File: src/rtl/lspc_pkg.sv
// package for the load switch protection controller
package lspc_pkg;
  localparam int LSPC_NSW = 4;
  localparam int LSPC_CFGW = 3;
  // switch configuration codes
  localparam logic [2:0] CFG_OFF = 3'h0;
  localparam logic [2:0] CFG_ON = 3'h1;
  localparam logic [2:0] CFG_TMR1 = 3'h2;
  localparam logic [2:0] CFG_TMR2 = 3'h3;
  localparam logic [2:0] CFG_PWM1 = 3'h4;
  localparam logic [2:0] CFG_PWM2 = 3'h5;
  // register byte addresses (word aligned)
  localparam logic [3:0] ADDR_CTRL_A = 4'h0;
  localparam logic [3:0] ADDR_CTRL_B = 4'h4;
  localparam logic [3:0] ADDR_PROT = 4'h8;
  localparam logic [3:0] ADDR_STAT = 4'hC;
  // second bank: mask register at byte 0x10 uses bit 4 of the address
  localparam logic [4:0] ADDR_MASK = 5'h10;
  // status bit positions
  localparam int ST_OC0 = 0;
  localparam int ST_OV = 4;
  localparam int ST_UV = 5;
  localparam int STW = 6;
  // protection control bit positions
  localparam int PR_OVDIS = 0;
  localparam int PR_UVDIS = 1;
  localparam int PR_REC = 2;
  // chip operating modes
  typedef enum logic [2:0] {
    MODE_NORMAL = 3'b000,
    MODE_STOP = 3'b001,
    MODE_SLEEP = 3'b010,
    MODE_RESTART = 3'b011,
    MODE_FAILSAFE = 3'b100
  } lspc_mode_t;
  // overcurrent filter time, tSD max
  localparam int OC_FILT_NS = 20000;
  localparam int CLK_NS = 100;
  localparam int OC_FILT_CYC = OC_FILT_NS / CLK_NS;
endpackage

File: src/rtl/lspc_oc_if.sv
// interface between controller and overcurrent filters
`timescale 1ns/1ps
interface lspc_oc_if;
  logic ocRaw;
  logic swOn;
  logic trip;
  modport ctrl (output ocRaw, output swOn, input trip);
  modport filt (input ocRaw, input swOn, output trip);
endinterface

File: src/rtl/lspc_oc_filter.sv
// overcurrent persistence filter for one switch
`timescale 1ns/1ps
module lspc_oc_filter
  import lspc_pkg::*;
#(
  parameter int FILT_CYC = OC_FILT_CYC
)(
  input wire logic mclk,
  input wire logic resetn,
  lspc_oc_if.filt oc
);
  typedef struct packed {
    logic [15:0] cnt;
    logic trip;
  } lspc_flt_t;
  lspc_flt_t st_r;
  lspc_flt_t st_nxt;
  always_comb
  begin
    st_nxt = st_r;
    st_nxt.trip = 1'b0;
    if (!(oc.ocRaw && oc.swOn))
      st_nxt.cnt = 16'h0000;
    else if (st_r.cnt >= 16'(FILT_CYC))
      st_nxt.trip = 1'b1;
    else
      st_nxt.cnt = st_r.cnt + 16'h0001;
  end
  always_ff @(posedge mclk or negedge resetn)
  begin
    if (!resetn)
      st_r <= '0;
    else
      st_r <= st_nxt;
  end
  assign oc.trip = st_r.trip;
  // filter holds off early trip
  noEarly_trip_a: assert property (@(posedge mclk) disable iff (!resetn)
    st_r.trip |-> $past(oc.ocRaw, 2))
    else $error("overcurrent trip without persistent fault");
endmodule // lspc_oc_filter

File: src/rtl/lspc_top.sv
// load switch control and supply protection with register slave
// What this block does
// - each switch driven by direct, timer or PWM
// - low-power modes keep config, ignore config and protection writes
// - restart or fail-safe forces all outputs off
// - overvoltage turns switches off unless disabled
// - switches return after overvoltage if recovery set
// - undervoltage turns switches off unless disabled
// - switches return after undervoltage if recovery set
// - automatic return of switches on at the fault only when recovery bit is one
// - no recovery: switches on at the fault stay off, config cleared
// - supply faults flag only their two flags
// - persistent overcurrent past filter time trips switch
// - overcurrent sets flag, config cleared to off
// - overcurrent flags stay until host clears
//
// The Avalon-MM register port and the placing of the registers were chosen for this implementation.
`timescale 1ns/1ps
module lspc_top
  import lspc_pkg::*;
#(
  parameter int NSW = LSPC_NSW,
  parameter int FILT_CYC = OC_FILT_CYC
)(
  input wire logic mclk,
  input wire logic resetn,
  input wire logic [4:0] avsAddress,
  input wire logic avsRead,
  input wire logic avsWrite,
  input wire logic [31:0] avsWriteData,
  input wire logic [3:0] avsByteEnable,
  output logic [31:0] avsReadData,
  output logic avsWaitRequest,
  input wire logic [2:0] chipMode,
  input wire logic supplyOvervoltage,
  input wire logic supplyUndervoltage,
  input wire logic [NSW-1:0] switchOvercurrent,
  input wire logic timer1Out,
  input wire logic timer2Out,
  input wire logic pwm1Out,
  input wire logic pwm2Out,
  output logic [NSW-1:0] loadSwitchOutput,
  output logic irq
);
  typedef struct packed {
    logic [NSW*LSPC_CFGW-1:0] cfg;
    logic [2:0] prot;
    logic [STW-1:0] stat;
    logic [STW-1:0] mask;
    logic [NSW-1:0] drive;
    logic [31:0] rdata;
    logic ack;
  } lspc_state_t;
  lspc_state_t st_r;
  lspc_state_t st_nxt;
  logic [NSW-1:0] trip;
  lspc_mode_t mode;
  assign mode = lspc_mode_t'(chipMode);

  // source selection for one switch
  function automatic logic srcLevel(input logic [2:0] code, input logic t1, input logic t2,
                                    input logic p1, input logic p2);
    unique case (code)
      CFG_ON: srcLevel = 1'b1;
      CFG_TMR1: srcLevel = t1;
      CFG_TMR2: srcLevel = t2;
      CFG_PWM1: srcLevel = p1;
      CFG_PWM2: srcLevel = p2;
      default: srcLevel = 1'b0;
    endcase
  endfunction

  genvar g;
  generate
    for (g = 0; g < NSW; g++)
    begin : gOc
      lspc_oc_if ocIf ();
      assign ocIf.ocRaw = switchOvercurrent[g];
      assign ocIf.swOn = st_r.drive[g];
      assign trip[g] = ocIf.trip;
      lspc_oc_filter #(.FILT_CYC(FILT_CYC)) uFilt (
        .mclk(mclk),
        .resetn(resetn),
        .oc(ocIf)
      );
    end
  endgenerate

  logic req;
  logic inNormal;
  logic ovOff;
  logic uvOff;
  logic supplyOff;
  logic supplyOffD_r;
  logic [31:0] wmask;
  assign req = (avsRead || avsWrite) && !st_r.ack;
  assign inNormal = (mode == MODE_NORMAL);
  assign ovOff = supplyOvervoltage && !st_r.prot[PR_OVDIS];
  assign uvOff = supplyUndervoltage && !st_r.prot[PR_UVDIS];
  assign supplyOff = ovOff || uvOff;
  always_comb
  begin
    for (int b = 0; b < 4; b++)
      wmask[b*8 +: 8] = {8{avsByteEnable[b]}};
  end

  always_comb
  begin
    logic [31:0] wv;
    logic [STW-1:0] setv;
    wv = avsWriteData & wmask;
    setv = '0;
    st_nxt = st_r;
    st_nxt.ack = req;
    // register writes; clears happen before sets so events win
    if (req && avsWrite)
    begin
      unique case (avsAddress)
        {1'b0, ADDR_CTRL_A}:
          if (inNormal)
            st_nxt.cfg[5:0] = (st_r.cfg[5:0] & ~wmask[5:0]) | wv[5:0];
        {1'b0, ADDR_CTRL_B}:
          if (inNormal)
            st_nxt.cfg[11:6] = (st_r.cfg[11:6] & ~wmask[5:0]) | wv[5:0];
        {1'b0, ADDR_PROT}:
          if (inNormal)
            st_nxt.prot = (st_r.prot & ~wmask[2:0]) | wv[2:0];
        {1'b0, ADDR_STAT}: st_nxt.stat = st_r.stat & ~wv[STW-1:0];
        ADDR_MASK: st_nxt.mask = (st_r.mask & ~wmask[STW-1:0]) | wv[STW-1:0];
        default: ;
      endcase
    end
    // supply faults flag only their bits
    setv[ST_OV] = supplyOvervoltage;
    setv[ST_UV] = supplyUndervoltage;
    for (int i = 0; i < NSW; i++)
    begin
      if (trip[i])
      begin
        setv[ST_OC0+i] = 1'b1;
        st_nxt.cfg[i*3 +: 3] = CFG_OFF;
      end
    end
    // no recovery clears config of switches on at the fault
    if (supplyOff && !st_r.prot[PR_REC])
    begin
      for (int i = 0; i < NSW; i++)
        if (st_r.drive[i])
          st_nxt.cfg[i*3 +: 3] = CFG_OFF;
    end
    st_nxt.stat = st_nxt.stat | setv;
    for (int i = 0; i < NSW; i++)
      st_nxt.drive[i] = srcLevel(st_nxt.cfg[i*3 +: 3], timer1Out, timer2Out, pwm1Out, pwm2Out);
    // forced off in restart or fail-safe
    if (mode == MODE_RESTART || mode == MODE_FAILSAFE || supplyOff)
      st_nxt.drive = '0;
    st_nxt.rdata = '0;
    if (req && avsRead)
    begin
      unique case (avsAddress)
        {1'b0, ADDR_CTRL_A}: st_nxt.rdata[5:0] = st_r.cfg[5:0];
        {1'b0, ADDR_CTRL_B}: st_nxt.rdata[5:0] = st_r.cfg[11:6];
        {1'b0, ADDR_PROT}: st_nxt.rdata[2:0] = st_r.prot;
        {1'b0, ADDR_STAT}: st_nxt.rdata[STW-1:0] = st_r.stat;
        ADDR_MASK: st_nxt.rdata[STW-1:0] = st_r.mask;
        default: st_nxt.rdata = '0;
      endcase
    end
  end

  always_ff @(posedge mclk or negedge resetn)
  begin
    if (!resetn)
    begin
      st_r <= '0;
      supplyOffD_r <= 1'b0;
    end
    else
    begin
      st_r <= st_nxt;
      supplyOffD_r <= supplyOff;
    end
  end

  // one wait cycle per access keeps decode registered
  assign avsWaitRequest = (avsRead || avsWrite) && !st_r.ack;
  assign avsReadData = st_r.rdata;
  assign loadSwitchOutput = st_r.drive;
  assign irq = |(st_r.stat & st_r.mask);

  forcedOff_mode_a: assert property (@(posedge mclk) disable iff (!resetn)
    (mode == MODE_RESTART || mode == MODE_FAILSAFE) |=> (loadSwitchOutput == '0))
    else $error("outputs on in restart or fail-safe");
  ovShut_off_a: assert property (@(posedge mclk) disable iff (!resetn)
    (supplyOvervoltage && !st_r.prot[PR_OVDIS]) |=> (loadSwitchOutput == '0))
    else $error("output on during overvoltage");
  uvShut_off_a: assert property (@(posedge mclk) disable iff (!resetn)
    (supplyUndervoltage && !st_r.prot[PR_UVDIS]) |=> (loadSwitchOutput == '0))
    else $error("output on during undervoltage");
  lockCfg_low_a: assert property (@(posedge mclk) disable iff (!resetn)
    (req && avsWrite && !inNormal && avsAddress == {1'b0, ADDR_CTRL_A} && trip == '0
     && !supplyOff) |=> $stable(st_r.cfg[5:0]))
    else $error("config changed outside normal mode");
  noRec_clear_a: assert property (@(posedge mclk) disable iff (!resetn)
    (supplyOff && !st_r.prot[PR_REC] && st_r.drive[0]) |=> (st_r.cfg[2:0] == CFG_OFF))
    else $error("config kept without recovery");
  ocCfg_clear_a: assert property (@(posedge mclk) disable iff (!resetn)
    trip[0] |=> (st_r.cfg[2:0] == CFG_OFF && st_r.stat[ST_OC0]))
    else $error("overcurrent trip did not clear config");
  flagSticky_hold_a: assert property (@(posedge mclk) disable iff (!resetn)
    (st_r.stat[ST_OC0] && !(req && avsWrite && avsAddress == {1'b0, ADDR_STAT}))
    |=> st_r.stat[ST_OC0])
    else $error("overcurrent flag dropped without clear");
  setWins_clear_a: assert property (@(posedge mclk) disable iff (!resetn)
    supplyOvervoltage |=> st_r.stat[ST_OV])
    else $error("overvoltage flag lost on clear");
  supplyOnly_flags_a: assert property (@(posedge mclk) disable iff (!resetn)
    (trip == '0 && !st_r.stat[ST_OC0] && supplyOvervoltage) |=> !st_r.stat[ST_OC0])
    else $error("supply fault set another flag");
  recover_on_a: assert property (@(posedge mclk) disable iff (!resetn)
    (supplyOffD_r && !supplyOff && inNormal && trip == '0 && st_r.prot[PR_REC]
     && !(req && avsWrite) && st_r.cfg[2:0] == CFG_ON) |=> loadSwitchOutput[0])
    else $error("switch did not return after fault");
  cvOcTrip_c: cover property (@(posedge mclk) disable iff (!resetn) trip[0]);
  cvRecover_c: cover property (@(posedge mclk) disable iff (!resetn)
    supplyOffD_r && !supplyOff && loadSwitchOutput[0]);
  cvIrq_c: cover property (@(posedge mclk) disable iff (!resetn) $rose(irq));
endmodule // lspc_top

File: config.mk
export PLATFORM = sky130hd
export DESIGN_NAME = lspc_top
export DESIGN_NICKNAME = d
export VERILOG_FILES = /design/src/rtl/lspc_pkg.sv /design/src/rtl/lspc_oc_if.sv /design/src/rtl/lspc_oc_filter.sv /design/src/rtl/lspc_top.sv
export SDC_FILE = /design/constraint.sdc
export NUM_CORES = 1
export LEC_CHECK = 0
export CAP_MARGIN = 25
export CORE_MARGIN = 5
export CORE_UTILIZATION = 42
export CTS_BUF_LIST = sky130_fd_sc_hd__clkbuf_16
export DETAILED_ROUTE_END_ITERATION = 8
export DONT_BUFFER_PORTS = 1
export SLEW_MARGIN = 20
export SYNTH_ARGS = -nofsm -noshare
export SYNTH_HDL_FRONTEND = slang
export SYNTH_SLANG_ARGS = --single-unit
File: constraint.sdc
create_clock -name mclk -period 3.9 [get_ports mclk]
set_input_delay 1.17 -clock mclk [delete_from_list [all_inputs] [get_ports mclk]]
set_output_delay 1.17 -clock mclk [all_outputs]
set_load 0.02 [all_outputs]
==> results.json, run 1 <==
{
  "status": "finished, final reports clean",
  "antennaDiodeCount": 0,
  "power_density_mw_per_mm2": 389.4,
  "initial_utilization": 0.4287,
  "syn_to_final_growth_pct": 4.243,
  "p_leak_nw": 2.513,
  "met1_length_mm": 4.577,
  "synth-edff-count": 0,
  "start_kind": "primary input",
  "synthXorXnorAreaFrac": 0.04116,
  "htreeDepth": 3,
  "cts-root-buf": "clkbuf_16",
  "drt_iter0_drc": 294,
  "worstMarginPinSlew_ps": 872.3,
  "yosysTopAreaCell": "dfrtp_1",
  "path_max_fanout": 6,
  "vias": 3140,
  "skew_ps": 7.987,
  "ys_seq_area_frac": 0.5419,
  "hold_path_class": "flip-flop to flip-flop",
  "clock_latency_ps": 350,
  "die_y_um": 118.0,
  "dr.pass1.iters": 4,
  "clkSlewWorstSetupHoldPaths_ps": 70,
  "numCtsBuffers": 9,
  "dpl_cell_area_mm2": 0.004852,
  "synthMuxAreaShare": 0.05343,
  "ys_ff_latch": 106,
  "synthTopCellsByCount": "106 x dfrtp_1, 52 x nor2_1, 43 x and3_1, 36 x buf_4, 31 x nand2_1",
  "finalCriticalPeriod_ps": 2939,
  "final_nets": 506,
  "wl_per_cell_um": 16.37,
  "wl_mm": 9.594,
  "syn_inst": 451,
  "synth_compound_area_frac": 0.07873,
  "drv_slew": 0,
  "cts_tree": "done",
  "crit_path_end_kind": "flip-flop",
  "rsz0062_at_grt": "false",
  "hpwl_mm": 6.776,
  "setup_viol": 0,
  "fin_ws_ps": 961.1,
  "synthTopCellsByArea": "dfrtp_1 54%, buf_4 5.5%, and3_1 5.5%",
  "port_buffers": 0,
  "yosys.area_share.adder": 0.02045,
  "synth_top_area_share": 0.5419,
  "cap_violations": 0,
  "irDropWorstVdd_mv": 0.1972,
  "wl_met3_um": 575,
  "async_flop_share": 1.000,
  "overflow": 0,
  "grt_usage": 0.1449,
  "total_power_w": 0.001987,
  "fin_setup_tns_ps": 0,
  "fin_area_mm2": 0.005102,
  "postCtsHoldBufs": 0,
  "ant_nets": 0,
  "dr_wl_met2_mm": 4.153,
  "ctsResizeCount": 0,
  "criticalPathCategory": "primary input to flip-flop",
  "arrival_ps": 3190,
  "fin_crit_sh": 0.7536,
  "rows": 39,
  "syn_area_per_cell_um2": 10.85,
  "synth_top_family_by_area": "simple AND/OR/NAND/NOR gates",
  "routabilityCongestion": 0.8176,
  "syn_area_mm2": 0.004895,
  "synthDistinctLibCells": 46,
  "ys_warn_count": 0,
  "cts_sinks": 106,
  "dieArea_mm2": 0.01391,
  "grt_pass1_wl_mm": 16.33,
  "ioPinCount": 96,
  "cts.path.max_buffers": 2,
  "via_per_inst": 5.358,
  "required_ps": 4150,
  "antenna_found_initial": 0,
  "relSlewSlack": 0.4135,
  "finalHoldViolCount": 0,
  "core-area_mm2": 0.01142,
  "dp.cells": 572,
  "drive_gt1_frac": 0.05418,
  "dieWidth_um": 118.0,
  "yosys.cell_count.top_type": "dfrtp_1",
  "top_layer": "met4",
  "stdcell_count": 586,
  "post-cts-setup-buffer-count": 0,
  "synth-main-ff-cell": "dfrtp_1",
  "grt_start_max_net_pins": 107,
  "post-place-ws_ps": 612.3,
  "max_freq_mhz": 340.3,
  "grt_pass1_vias": 3159,
  "drc": 0,
  "synthSimpleGateAreaFrac": 0.1861
}
power breakdown:
group	total, W	internal (W)	switching [W]
Combinational	0.0000635	0.0000175	0.0000461
Clock	0.000804	0.000419	0.000385
Sequential	0.00112	0.00111	0.00000977
layer usage:
| layer | vias up | GRT usage |
|---|---|---|
| li1 | 1501 | - |
| met5 | - | 0 |
| met4 | 0 | 0.06667 |
| met2 | 103 | 0.2153 |
| met3 | 18 | 0.03940 |
| met1 | 1518 | 0.1970 |
logic make-up (layout without fill, tap and decap cells):
group | after synthesis | after routing
AND/OR/NAND/NOR | 173 | 173
flip-flops | 106 | 106
buffers and inverters | 63 | 30
AO/OA/AOI/OAI | 52 | 52
multiplexers | 25 | 25
XOR/XNOR | 23 | 23
adder cells (fa/ha/maj) | 8 | 8
other | 1 | 26
placed cells by master (no fill, tap or decap), types with 7 or more instances in the layout:
master / Yosys / routed
dfrtp_1: 106 / 106
clkbuf_16: 0 / 9
xnor2_1: 7 / 7
ha_1: 8 / 8
xor2_1: 16 / 16
mux2_2: 9 / 9
mux2i_1: 16 / 16
nor2_1: 52 / 52
a21oi_1: 10 / 10
nor4_1: 9 / 9
and3_1: 43 / 43
nand2_1: 31 / 31
inv_1: 15 / 16
conb_1: 1 / 26
final timing paths:
check / from / end / slack, ps / cells after the start
min: gOc[2].uFilt.oc.trip / st_r[45] / 450 / 1
min in group asynchronous: resetn / gOc[1].uFilt.st_r[9] / 520 / 0
min reg2reg: gOc[2].uFilt.oc.trip / st_r[45] / 450 / 1
max: avsAddress[1] / loadSwitchOutput[2] / 960 / 6
max reg2reg: st_r[0] / loadSwitchOutput[0] / 1630 / 6
max in group asynchronous: resetn / gOc[3].uFilt.st_r[9] / 3230 / 0
cell type report:
class	count	area, um^2
Sequential cell	106	2653
Multi-Input combinational cell	307	1957
Clock buffer	9	225.2
Inverter	15	56.30
Timing Repair Buffer	1	7.507
Clock inverter	5	25.02
Fill cell	1069	6316
Tap cell	143	178.9
sequential cells by signal, indices dropped and copies added, names as in the netlist, named ones only:
signal	flops
loadSwitchOutput	4
avsReadData	6
st_r	19
gOc.uFilt.st_r	64
gOc.uFilt.oc.trip	4
metrics by stage:
step | util | hold WS, ps
3_3_place_gp | 0.4249 | 434.6
5_1_grt | 0.4469 | 495.2
4_1_cts | 0.4469 | 455.9
3_5_place_dp | 0.4249 | 441.5
2_1_floorplan | - | 422.1
6_report | 0.4469 | 452.1
critical path: stages:
cell      delay (ps)
or4b_1           530
and4bb_1         570
mux2i_1          330
nor2_1           100
a22o_1           240
a221oi_1         230
No activity file was read; power rests on OpenSTA's default activity.
==> run 2: changes to the inputs <==
Clock period 3.9 ns to 2.95 ns, I/O delays scaled along.
==> run 2 against run 1 <==
  * Clock skew grew 4.6 ps
  * Sequential share of layout area shrank 0.84 points
  * Power grew 41%
  * Die area is the same
  * Sequential cell count is the same
  * Global-route usage shrank 0.14 points
==> results.json, run 2 (synthesis gave the netlist of run 1 again) <==
{
  "setup_viol": 0,
  "finalCriticalPeriod_ps": 2539,
  "cts_tree": "done",
  "cts_sinks": 106,
  "relSlewSlack": 0.4190,
  "irDropWorstVdd_mv": 0.2063,
  "numCtsBuffers": 9,
  "max_freq_mhz": 393.8,
  "final_cell_mix": "106 x dfrtp_1, 52 x nor2_1, 43 x and3_1",
  "path_max_fanout": 5,
  "grt_pass1_vias": 3184,
  "required_ps": 3210,
  "antennaDiodeCount": 0,
  "ioPinCount": 96,
  "ant_nets": 0,
  "drv_slew": 0,
  "regToRegSetupSlack_ps": 840,
  "grt_pass1_wl_mm": 16.15,
  "skew_ps": 12.57,
  "status": "finished, final reports clean",
  "worstMarginPinSlew_ps": 864.1,
  "hold_path_class": "primary input to asynchronous set/reset pin",
  "criticalPathCategory": "primary input to flip-flop",
  "htreeDepth": 3,
  "grt_usage": 0.1435,
  "dieWidth_um": 118.0,
  "wl_per_cell_um": 16.09,
  "max_flop_register": "gOc.uFilt.st_r",
  "cap_violations": 0,
  "seq_area_mm2": 0.002653,
  "timing.rr.end": "loadSwitchOutput[3]",
  "hpwl_mm": 6.745,
  "via_per_inst": 5.380,
  "rows": 39,
  "layout_commonest_cell": "dfrtp_1",
  "port_buffers": 0,
  "drc": 0,
  "p_leak_nw": 2.570,
  "fin_crit_sh": 0.8607,
  "grt_start_max_net_pins": 107,
  "postCtsHoldBufs": 0,
  "dieArea_mm2": 0.01391,
  "largest_reg_flops": 64,
  "start_kind": "primary input",
  "finalHoldViolCount": 0,
  "crit_path_end_kind": "flip-flop",
  "antenna_found_initial": 0,
  "clock_latency_ps": 350,
  "fin_setup_tns_ps": 0,
  "fin_ws_ps": 410.8,
  "syn_to_final_growth_pct": 5.956,
  "power_density_mw_per_mm2": 540.2,
  "die_y_um": 118.0,
  "rsz0062_at_grt": "false",
  "cts-root-buf": "clkbuf_16",
  "final_nets": 510,
  "post-cts-setup-buffer-count": 0,
  "dr.pass1.iters": 8,
  "fillers": 1068,
  "reg2reg_from": "st_r[0]",
  "routabilityCongestion": 0.8178,
  "wl_mm": 9.528,
  "clkSlewWorstSetupHoldPaths_ps": 70,
  "ctsResizeCount": 0,
  "post-place-ws_ps": 74.58,
  "multi_input_area_mm2": 0.001957,
  "arrival_ps": 2800,
  "core-area_mm2": 0.01142,
  "initial_utilization": 0.4287,
  "rr_worst_depth": 7,
  "vias": 3185,
  "drive_gt1_frac": 0.06013,
  "cts.path.max_buffers": 2,
  "overflow": 0,
  "drt_iter0_drc": 231
}
==> run 2: routing by layer <==
| metal | GRT usage | wire length (um) |
|---|---|---|
| met5 | 0 | 0 |
| met1 | 0.1937 | 4456 |
| met3 | 0.03364 | 569 |
| met2 | 0.2143 | 4270 |
| met4 | 0.07527 | 233 |
==> run 2: critical path, stage by stage <==
cell and delay [ps]:
or4b_1 540, and4bb_1 370, buf_4 170, mux2i_1 280
nand2_1 90, a211o_1 290, a31oi_1 170
==> run 2: worst max path at each step <==
stage | from | to | slack [ps]
after CTS | avsAddress[1] | loadSwitchOutput[3] | 420
final | avsAddress[1] | loadSwitchOutput[3] | 410
after floorplan | avsAddress[1] | loadSwitchOutput[2] | 250
after global placement | avsAddress[1] | loadSwitchOutput[3] | 70
after global routing | avsAddress[1] | loadSwitchOutput[3] | 320
after detailed placement | avsAddress[1] | loadSwitchOutput[3] | 70
==> run 2: area by class of cell <==
cell class | instances | share of cell area
clock inverter | 7 | 0.01520
clock buffer | 9 | 0.04343
inverter | 15 | 0.01086
multi-input combinational | 307 | 0.3773
sequential | 106 | 0.5115
timing repair buffer | 5 | 0.007238
tap | 143 | 0.03450
==> run 2: where the power goes <==
part	total [W]	switching (W)	internal, W
clock network	0.00124	0.000507	0.000729
registers	0.00148	0.0000130	0.00147
logic	0.0000845	0.0000605	0.0000240
total	0.00280	0.000581	0.00222
==> run 2: per-stage QoR <==
step / total power, W / hold WS [ps] / util / cell area, um^2 / instances
final: 0.002802 / 234.9 / 0.4542 / 5186 / 592
after global routing: 0.002901 / 218.3 / 0.4542 / 5186 / 592
after CTS: 0.002840 / 217.8 / 0.4542 / 5186 / 592
after detailed placement: 0.001591 / 442.9 / 0.4276 / 4882 / 576
after global placement: 0.001590 / 434.6 / 0.4276 / 4882 / 576
after floorplan: 0.001605 / 422.1 / - / 4989 / 476
